$ cat src/tpg_pkg.sv
package tpg_pkg;
	localparam int TPG_PORTS      = 3;
	localparam int TPG_PINS       = 8;
	localparam int TPG_TOTAL_PINS = TPG_PORTS * TPG_PINS;
	localparam int TPG_MODE_W     = 4;
	localparam int TPG_HALF_PINS  = 4;
	localparam int TPG_CFG_W      = TPG_HALF_PINS * TPG_MODE_W;

	// pin mode codes, 4 bits per pin
	typedef enum logic [3:0]
	{
		TPG_MODE_ANALOG   = 4'h0,
		TPG_MODE_PP_OUT   = 4'h1,
		TPG_MODE_IN_FLOAT = 4'h4,
		TPG_MODE_OD_OUT   = 4'h5,
		TPG_MODE_IN_PULL  = 4'h8,
		TPG_MODE_ALT_PP   = 4'h9
	} tpg_mode_t;

	// reset values: all pins floating input, latch low, no wake pins
	localparam logic [TPG_CFG_W-1:0] TPG_CFG_RESET   = 16'h4444;
	localparam logic [7:0]           TPG_LATCH_RESET = 8'h00;
	localparam logic [7:0]           TPG_WAKE_RESET  = 8'h00;
	localparam logic [7:0]           TPG_ZERO8       = 8'h00;
	// the regulator control pin sits at port 0, pin 7
	localparam int TPG_REG_PORT = 0;
	localparam int TPG_REG_PIN  = 7;
endpackage

$ cat src/tpg_pin_cell.sv
`timescale 1ns/1ps
`default_nettype none
// one pin: mode decode, output driver choice, input conditioning
module tpg_pin_cell
	import tpg_pkg::*;
(
	// configuration
	input  wire logic [3:0] mode,
	input  wire logic       latch_bit,
	input  wire logic       alt_out,
	// pin side
	input  wire logic       pad_sync,
	output logic            pad_out,
	output logic            pad_oe,
	output logic            pull_en,
	output logic            pull_up,
	// conditioned input
	output logic            level
);
	// decode the mode into driver and pull controls
	always_comb
	begin
		pad_out = 1'b0;
		pad_oe  = 1'b0;
		pull_en = 1'b0;
		pull_up = 1'b0;
		level   = pad_sync;
		case (mode)
			// analog forces high input
			TPG_MODE_ANALOG: level = 1'b1;
			// latch drives output
			TPG_MODE_PP_OUT:
			begin
				pad_out = latch_bit;
				pad_oe  = 1'b1;
			end
			// open drain: only drive while pulling low
			TPG_MODE_OD_OUT:
			begin
				pad_out = 1'b0;
				pad_oe  = ~latch_bit;
			end
			// peripheral drives output
			TPG_MODE_ALT_PP:
			begin
				pad_out = alt_out;
				pad_oe  = 1'b1;
			end
			// latch picks pull direction
			TPG_MODE_IN_PULL:
			begin
				pull_en = 1'b1;
				pull_up = latch_bit;
			end
			// inputs and unknown codes stay undriven
			default: pad_oe = 1'b0;
		endcase
	end
endmodule
`default_nettype wire

$ cat src/tpg_core.sv
`timescale 1ns/1ps
`default_nettype none
// Summary of operation
// analog pin input bit reads one
// conditioned input feeds register, peripherals, wake
// one driver: latch or peripheral
// no output drive in input, analog
// 24 pins, three ports, bit equals pin
// low eight register bits map pins
// input register shows pin levels
// clear strobe clears selected latch bits
// set strobe sets selected latch bits
// wake mask selects pins that wake
// lower config pins 3-0, upper 7-4
// regulator pin pulled low in deep sleep
// four-bit mode codes per pin
// pull pin: latch selects up or down
// zero strobe bits change nothing
module tpg_core
	import tpg_pkg::*;
(
	// clock and reset
	input  wire logic                      mclk,
	input  wire logic                      rst,
	// configuration writes, per port
	input  wire logic [TPG_PORTS-1:0]      lower_cfg_we,
	input  wire logic [TPG_PORTS-1:0]      upper_cfg_we,
	input  wire logic [TPG_PORTS-1:0]      latch_we,
	input  wire logic [TPG_PORTS-1:0]      wake_we,
	input  wire logic [TPG_CFG_W-1:0]      cfg_wdata,
	input  wire logic [7:0]                byte_wdata,
	// output strobes: one-cycle, data is byte_wdata
	input  wire logic [TPG_PORTS-1:0]      output_set_strobe,
	input  wire logic [TPG_PORTS-1:0]      output_clear_strobe,
	// register views
	output logic [TPG_TOTAL_PINS-1:0]      pin_level_input,
	output logic [TPG_TOTAL_PINS-1:0]      output_latch,
	output logic [TPG_TOTAL_PINS-1:0]      wake_pin_mask,
	output logic [TPG_PORTS*TPG_CFG_W-1:0] lower_pin_config,
	output logic [TPG_PORTS*TPG_CFG_W-1:0] upper_pin_config,
	// peripherals
	input  wire logic [TPG_TOTAL_PINS-1:0] alt_out,
	output logic [TPG_TOTAL_PINS-1:0]      alt_in,
	// wake and interrupt
	output logic [TPG_TOTAL_PINS-1:0]      wake_level,
	output logic                           wake_event,
	output logic [TPG_TOTAL_PINS-1:0]      irq_level,
	// regulator control
	input  wire logic                      ext_reg_enable,
	input  wire logic                      deep_sleep,
	// pads
	input  wire logic [TPG_TOTAL_PINS-1:0] pad_in,
	output logic [TPG_TOTAL_PINS-1:0]      pad_out,
	output logic [TPG_TOTAL_PINS-1:0]      pad_oe,
	output logic [TPG_TOTAL_PINS-1:0]      pad_pull_en,
	output logic [TPG_TOTAL_PINS-1:0]      pad_pull_up,
	output logic                           regulator_control_pin_out,
	output logic                           regulator_control_pin_oe
);
	logic [TPG_TOTAL_PINS-1:0] sync1;
	logic [TPG_TOTAL_PINS-1:0] sync2;
	logic [TPG_TOTAL_PINS-1:0] level;
	logic [TPG_TOTAL_PINS-1:0] prev_level;
	logic [TPG_TOTAL_PINS-1:0] next_latch;
	logic [TPG_TOTAL_PINS-1:0] next_wake;
	logic [TPG_TOTAL_PINS-1:0] next_in;
	logic [TPG_PORTS*TPG_CFG_W-1:0] next_lower;
	logic [TPG_PORTS*TPG_CFG_W-1:0] next_upper;
	logic [TPG_TOTAL_PINS-1:0] cell_out;
	logic [TPG_TOTAL_PINS-1:0] cell_oe;
	logic                      next_wake_event;

	// pick one pin's mode out of the two config words
	function automatic logic [3:0] pin_mode(input logic [TPG_CFG_W-1:0] lo,
		input logic [TPG_CFG_W-1:0] hi, input int pin);
		logic [3:0] m;
		// lower word pins 3-0
		if (pin < TPG_HALF_PINS)
			m = lo[pin*TPG_MODE_W +: TPG_MODE_W];
		else
			m = hi[(pin-TPG_HALF_PINS)*TPG_MODE_W +: TPG_MODE_W];
		return m;
	endfunction

	// per-pin cells, bit index equals pin
	genvar gp;
	genvar gb;
	generate
		for (gp = 0; gp < TPG_PORTS; gp++)
		begin : g_port
			for (gb = 0; gb < TPG_PINS; gb++)
			begin : g_pin
				logic [3:0] cell_mode;
				// mode decoded per pin
				assign cell_mode = pin_mode(lower_pin_config[gp*TPG_CFG_W +: TPG_CFG_W],
					upper_pin_config[gp*TPG_CFG_W +: TPG_CFG_W], gb);
				tpg_pin_cell u_cell (
					.mode      (cell_mode),
					.latch_bit (output_latch[gp*TPG_PINS+gb]),
					.alt_out   (alt_out[gp*TPG_PINS+gb]),
					.pad_sync  (sync2[gp*TPG_PINS+gb]),
					.pad_out   (cell_out[gp*TPG_PINS+gb]),
					.pad_oe    (cell_oe[gp*TPG_PINS+gb]),
					.pull_en   (pad_pull_en[gp*TPG_PINS+gb]),
					.pull_up   (pad_pull_up[gp*TPG_PINS+gb]),
					.level     (level[gp*TPG_PINS+gb])
				);
				// no drive in input or analog
				in_no_drive_a: assert property (@(posedge mclk) disable iff (rst)
					(cell_mode == TPG_MODE_IN_FLOAT || cell_mode == TPG_MODE_ANALOG
					|| cell_mode == TPG_MODE_IN_PULL) |-> !cell_oe[gp*TPG_PINS+gb])
					else $error("driver on in input mode");
			end
		end
	endgenerate

	// the regulator pin keeps its normal cell on the ordinary pad outputs
	assign pad_out = cell_out;
	assign pad_oe  = cell_oe;

	// open drain low only in deep sleep
	assign regulator_control_pin_out = 1'b0;
	assign regulator_control_pin_oe  = ext_reg_enable & deep_sleep;

	// conditioned input fanned out
	assign alt_in    = level;
	assign irq_level = level;
	assign wake_level = level & wake_pin_mask;

	// register next values
	always_comb
	begin
		next_latch = output_latch;
		next_wake  = wake_pin_mask;
		next_lower = lower_pin_config;
		next_upper = upper_pin_config;
		// input register samples conditioned level
		next_in = level;
		// pins that changed and are enabled wake
		next_wake_event = |((level ^ prev_level) & wake_pin_mask);
		// byte lanes map pins
		for (int p = 0; p < TPG_PORTS; p++)
		begin
			if (lower_cfg_we[p])
				next_lower[p*TPG_CFG_W +: TPG_CFG_W] = cfg_wdata;
			if (upper_cfg_we[p])
				next_upper[p*TPG_CFG_W +: TPG_CFG_W] = cfg_wdata;
			if (wake_we[p])
				next_wake[p*TPG_PINS +: TPG_PINS] = byte_wdata;
			if (latch_we[p])
				next_latch[p*TPG_PINS +: TPG_PINS] = byte_wdata;
			// zero bits keep latch
			// clear selected bits
			if (output_clear_strobe[p])
				next_latch[p*TPG_PINS +: TPG_PINS] =
					next_latch[p*TPG_PINS +: TPG_PINS] & ~byte_wdata;
			// set selected bits, set wins
			if (output_set_strobe[p])
				next_latch[p*TPG_PINS +: TPG_PINS] =
					next_latch[p*TPG_PINS +: TPG_PINS] | byte_wdata;
		end
	end

	// state registers
	always_ff @(posedge mclk or posedge rst)
	begin
		if (rst)
		begin
			sync1            <= '0;
			sync2            <= '0;
			prev_level       <= '0;
			pin_level_input  <= '0;
			output_latch     <= {TPG_PORTS{TPG_LATCH_RESET}};
			wake_pin_mask    <= {TPG_PORTS{TPG_WAKE_RESET}};
			lower_pin_config <= {TPG_PORTS{TPG_CFG_RESET}};
			upper_pin_config <= {TPG_PORTS{TPG_CFG_RESET}};
			wake_event       <= 1'b0;
		end
		else
		begin
			// pads are asynchronous: two stages before use
			sync1            <= pad_in;
			sync2            <= sync1;
			prev_level       <= level;
			pin_level_input  <= next_in;
			output_latch     <= next_latch;
			wake_pin_mask    <= next_wake;
			lower_pin_config <= next_lower;
			upper_pin_config <= next_upper;
			wake_event       <= next_wake_event;
		end
	end

	// zero strobe bits keep latch
	strobe_keep_a: assert property (@(posedge mclk) disable iff (rst)
		(output_set_strobe[0] && !latch_we[0] && !output_clear_strobe[0])
		|=> ((output_latch[7:0] & ~$past(byte_wdata)) == ($past(output_latch[7:0])
		& ~$past(byte_wdata)))) else $error("zero set bits changed latch");
	// set bits land
	set_bits_a: assert property (@(posedge mclk) disable iff (rst)
		output_set_strobe[1] |=> ((output_latch[15:8] & $past(byte_wdata)) == $past(byte_wdata)))
		else $error("set strobe failed");
	// clear bits land
	clear_bits_a: assert property (@(posedge mclk) disable iff (rst)
		(output_clear_strobe[2] && !output_set_strobe[2])
		|=> ((output_latch[23:16] & $past(byte_wdata)) == TPG_ZERO8))
		else $error("clear strobe failed");
	// regulator pin follows sleep, only ever pulls low
	reg_pin_a: assert property (@(posedge mclk) disable iff (rst)
		(regulator_control_pin_oe == (ext_reg_enable && deep_sleep)) && !regulator_control_pin_out)
		else $error("regulator pin wrong");
	// analog pin reads one, port 2 pin 0
	analog_high_a: assert property (@(posedge mclk) disable iff (rst)
		(lower_pin_config[35:32] == TPG_MODE_ANALOG) |=> pin_level_input[16])
		else $error("analog pin not one");
	// input follows synced pad
	input_follow_a: assert property (@(posedge mclk) disable iff (rst)
		(lower_pin_config[7:4] == TPG_MODE_IN_FLOAT) |=> pin_level_input[1] == $past(sync2[1]))
		else $error("input register wrong");
	// masked pins never wake
	wake_mask_a: assert property (@(posedge mclk) disable iff (rst)
		(wake_pin_mask == '0) |=> !wake_event) else $error("masked wake");
	// alternate mode drives peripheral value, port 1 pin 7
	alt_drive_a: assert property (@(posedge mclk) disable iff (rst)
		(upper_pin_config[31:28] == TPG_MODE_ALT_PP) |-> (pad_oe[15] && pad_out[15] == alt_out[15]))
		else $error("alternate driver wrong");
endmodule
`default_nettype wire

$ cat config.mk
export PLATFORM = sky130hd
export DESIGN_NAME = tpg_core
export DESIGN_NICKNAME = d
export VERILOG_FILES = /design/src/tpg_pkg.sv /design/src/tpg_pin_cell.sv /design/src/tpg_core.sv
export SDC_FILE = /design/constraint.sdc
export NUM_CORES = 1
export LEC_CHECK = 0
export BUFFER_PORTS_ARGS = -buffer_cell sky130_fd_sc_hd__buf_2
export CORE_AREA = 3 3 166 168
export DETAILED_ROUTE_END_ITERATION = 8
export DIE_AREA = 0 0 169 171
export GPL_TIMING_DRIVEN = 0
export PLACE_DENSITY = 0.76
export SLEW_MARGIN = 20
export SYNTH_ARGS = -nofsm -noshare
export SYNTH_HDL_FRONTEND = slang
export SYNTH_HIERARCHICAL = 1
export SYNTH_SLANG_ARGS = --single-unit
$ cat constraint.sdc
create_clock -name mclk -period 10.6 [get_ports mclk]
set_clock_uncertainty 0.05 [all_clocks]
set_input_delay 2.12 -clock mclk [delete_from_list [all_inputs] [get_ports mclk]]
set_output_delay 2.12 -clock mclk [all_outputs]
set_load 0.01 [all_outputs]
======== Yosys cells after proc, flatten, opt, wreduce, memory -nomap -nowiden ========
Cells that the tools add are included.
W data, S select, Z words.
word-level totals
  flip-flop bits (word level) ............. 217
  bits in latches ......................... 0
  memory bits (writable) .................. 0
  ROM bits ................................ 0
  bits of input ports ..................... 94
  output and inout port bits .............. 339
  word-level logic and storage cells ...... 323
  memories kept ........................... 0
cells by class
  $add $sub $neg .......................... 0
  $mul .................................... 0
  div/mod/pow operators ................... 0
  order comparisons ....................... 0
  eq/ne operators ......................... 96
  shift-type cells ........................ 0
  muxes and demuxes ....................... 129
  bitwise operators ....................... 35
  reduce and logical (&&, ||, !) cells .... 49
operators with widths
  kind                  count
  $eq A4 B4 Y1 const B  48
  $eq A4 B1 Y1 const B  24
  $eq A4 B3 Y1 const B  24
  $logic_not A4 Y1      24
  $pmux W1 S2           48
  $mux W1               72
  $mux W8               9
  $and A24 B24 Y24      2
  $reduce_or A2 Y1      24
  $and A8 B8 Y8         3
  $not A1 Y1            24
  $or A8 B8 Y8          3
  $reduce_or A24 Y1     1
  $xor A24 B24 Y24      1
  $not A8 Y8            1
  $and A1 B1 Y1         1

======== Logic depth before layout (Yosys ltp) ========
  depth in word-level cells ............... 5
  gate-level depth with buffers ........... 6

======== Cells and area by module ========
Netlist, hierarchy kept.
modules (own cells, without submodules)
  module        times used  cells an instance  area an instance (um^2)  sequential area each (um^2)
  tpg_core      1           557                8,199.1                  5,460.2
  tpg_pin_cell  24          9                  70.1                     0.0

======== Worst setup path after synthesis ========
OpenSTA, ideal clock, no wires.
  kind .................................... input-to-output
  from .................................... input alt_out[0]
  to ...................................... output pad_out[0]
  data arrival time ....................... 2.494 ns
  data required time ...................... 8.430 ns
  setup slack ............................. 5.936 ns
  stages .................................. 2
  path buffers ............................ 0
  path through ............................ mux2i_1 nor4b_2
on the way
  longest elaborated chain between the ends .. 1
RTL lines
  item                line                text
  start: declaration  tpg_core.sv:42      input wire logic [TPG_TOTAL_PINS-1:0] alt_out,
  $pmux W1 S2         tpg_pin_cell.sv:28  case (mode)
  end: declaration    tpg_core.sv:53      output logic [TPG_TOTAL_PINS-1:0] pad_out,
Every way passes these cells.

======== Worst setup path after layout ========
  from .................................... input alt_out[23]
  to ...................................... output pad_out[23]
The elaborated chain is that of the path after synthesis.

==> flow_summary.json <==
{
  "outcome": "finished clean",
  "avgViaCountPerCell": 5.12,
  "synth_top_area_cell": "dfrtp_1",
  "synth_top_family_by_area": "multiplexers",
  "grt_pass1_wl_mm": 50.1,
  "synthCells": 773,
  "grtUsageTotal": 0.227,
  "synth-xor-area-share": 0.0213,
  "ant_nets": 0,
  "synth_nets": 867,
  "vias": 7998,
  "grt_busiest_layer": "met2",
  "cts_resized": 0,
  "post-route-drc-count": 0,
  "cts_max_path_buffers": 3,
  "cp_slowest_cell": "nor4b_2",
  "critPathLaunchType": "primary input",
  "multiInputGateArea_um2": 4000,
  "setup_viol": 0,
  "start_util": 0.379,
  "num-fill-cells": 2300,
  "hold_viol": 0,
  "final_cells": 1563,
  "cp_data_required_time_ns": 8.43,
  "final_nets": 1304,
  "antenna_found_initial": 2,
  "ys_top_cells_by_area": "dfrtp_1 49%, mux2_2 14%, dfstp_2 6.4%, nor4b_2 3.6%, mux2i_1 2.4%",
  "crit_chain": "buf_2, mux2i_1, nor4b_2, buf_2",
  "yosysSeqAreaShare": 0.553,
  "synth-simple-area-share": 0.149,
  "finalCriticalPeriod_ns": 5.00,
  "synthDistinctLibCells": 26,
  "irDropWorstVdd_uv": 123,
  "areaGrowthSynthToFinish_pct": 33.7,
  "synth_area_um2": 9880,
  "drive_gt1_frac": 0.574,
  "cts_hold_buf": 0,
  "synth_most_common_cell": "dfrtp_1",
  "yosysTopAreaCellShare": 0.489,
  "dp.cells": 1518,
  "powerDensity_nw_per_um2": 172,
  "worstSkewPairLatency_ns": 0.51,
  "cellLeakagePower_nw": 6.68,
  "max_stage_delay_ns": 0.34,
  "avgSynthCellArea_um2": 12.8,
  "grt_max_degree": 100,
  "clkSlewWorstSetupHoldPaths_ns": 0.06,
  "synth-async-reset-ratio": 1.00,
  "synth_ff_type": "dfrtp_1",
  "cts-root-buf": "clkbuf_16",
  "routed_wl_mm": 34.3,
  "slew_headroom": 0.410,
  "ys_ff_latch": 217,
  "crit_fanout": 1,
  "fin_crit_sh": 0.472,
  "routabilityCongestion": 0.836,
  "worst_slew_pin_slew_ns": 0.885,
  "crit_type": "in2out",
  "ctsHtreeMaxLevel": 1,
  "cts_made_buffers": 25,
  "fp.dieH_um": 171,
  "cts.sinks": 217,
  "met2_usage": 0.412,
  "crit_arrival_ns": 2.83,
  "use_met1": 0.286,
  "synth.mux.area_fraction": 0.161,
  "pin_count": 433,
  "hpwlAfterDp_mm": 25.7,
  "slew_viol_final": 0,
  "io_buffer_count": 408,
  "die_area_um2": 28900,
  "setup_tns_ns": 0,
  "yosys_warnings": 6,
  "rsz0062_at_grt": "false",
  "grt-ovfl-total": 0,
  "cap_violations": 0,
  "synth_compound_area_frac": 0.0729,
  "n_antenna_cell": 0,
  "die_w_um": 169,
  "synth_edf_count": 0,
  "cts_setup_buffers": 0,
  "synth_common_cells": "193 x dfrtp_1, 120 x mux2_2, 25 x and2_2, 25 x buf_4, 25 x inv_1",
  "cts_tree": "built",
  "core_area_um2": 26100,
  "cp-end-kind": "output port",
  "synth_fa_ha_area_frac": 0,
  "grtUsageMet3": 0.0367,
  "drt-wirelength-per-cell_um": 21.9,
  "grt_pass1_vias": 7796,
  "critPathMostFrequentCell": "buf_2",
  "drt_first_pass_iters": 4,
  "seq_area_um2": 5460,
  "drtIter0Drc": 373,
  "fmax_mhz": 200,
  "hp-class": "reg2reg",
  "rows": 59
}
-- layout by cell type (no fill, tap or decap), types with 4 or more instances in the layout --
master,instances
buf_2,423
dfrtp_1,193
mux2_2,120
and2_2,25
buf_4,25
clkbuf_16,25
nor2_1,24
a21oi_1,24
nor2b_1,24
o22a_1,24
and2_1,24
xor2_1,24
o21ai_0,24
and3b_1,24
mux2i_1,24
nor4b_2,24
inv_1,24
nor3_1,24
a21o_1,24
and3_2,24
dfstp_2,24
clkbuf_1,22
a22oi_1,12
clkinv_2,4
clkbuf_8,4
-- cell families (layout without fill, tap and decap cells) --
kind of cell / after synthesis / in the layout
DFF: 217 / 217
and+or+nand+nor: 197 / 197
muxes: 144 / 144
AOI/OAI and AO/OA: 108 / 108
buffers and inverters: 82 / 537
xor gates and xnor gates: 24 / 24
other: 1 / 1
-- registers in the layout (all words and copies together), names as in the netlist --
register,cells
upper_pin_config,48
sync1,24
sync2,24
wake_event,1
lower_pin_config,48
output_latch,24
wake_pin_mask,24
prev_level,24
-- routing by layer --
metal	part of all wire	up-vias	wire (um)
li1	-	3598	-
met1	0.40	4027	13700
met2	0.51	326	17600
met3	0.063	45	2140
met4	0.023	2	775
met5	0.00026	-	9
-- worst paths after layout --
check / start / end / slack (ns) / cells past startpoint
worst max register to register: upper_pin_config[21]$_DFFE_PP0P_ / wake_event$_DFF_PP0_ / 8.33 / 6
worst min register to register: sync1[2]$_DFF_PP0_ / sync2[2]$_DFF_PP0_ / 0.30 / 0
min in group asynchronous: rst / upper_pin_config[43]$_DFFE_PP0P_ / 1.57 / 2
worst min-delay path: sync1[2]$_DFF_PP0_ / sync2[2]$_DFF_PP0_ / 0.30 / 0
max in group asynchronous: rst / lower_pin_config[18]$_DFFE_PP1P_ / 7.71 / 4
worst max-delay path: alt_out[23] / pad_out[23] / 5.60 / 4
-- area by class of cell --
| type | instances | share of cell area |
|---|---|---|
| buffer | 57 | 0.0247 |
| clock inverter | 8 | 0.00739 |
| inverter | 25 | 0.00767 |
| clock buffer | 37 | 0.0538 |
| multi-input combinational | 474 | 0.303 |
| tap | 335 | 0.0317 |
| sequential | 217 | 0.413 |
| timing repair buffer | 410 | 0.159 |
-- where the power goes --
| group | total [mW] | internal (mW) | switching [mW] |
|---|---|---|---|
| registers | 1.01 | 0.908 | 0.0995 |
| clock network | 0.847 | 0.512 | 0.336 |
| logic | 0.420 | 0.197 | 0.223 |
| total | 2.27 | 1.62 | 0.658 |
-- metrics by stage --
step           cell area, um^2  utilization  setup WS [ns]  hold WS, ns  power [mW]
2_1_floorplan             9880            -           2.53        0.281        1.23
3_3_place_gp             12300        0.474          0.176        0.283        1.43
3_5_place_dp             12400        0.476           5.62        0.286        1.45
4_1_cts                  13200        0.507           5.61        0.296        2.30
5_1_grt                  13200        0.507           5.59        0.300        2.37
6_report                 13200        0.507           5.60        0.296        2.27
-- worst max-delay path, delay by kind of cell --
| family | cells | cell delay, ns |
|---|---|---|
| AND/OR/NAND/NOR | 1 | 0.34 |
| multiplexers | 1 | 0.08 |
| buffers and inverters | 2 | 0.28 |
Note: power is estimated with default switching activity, not from simulation.
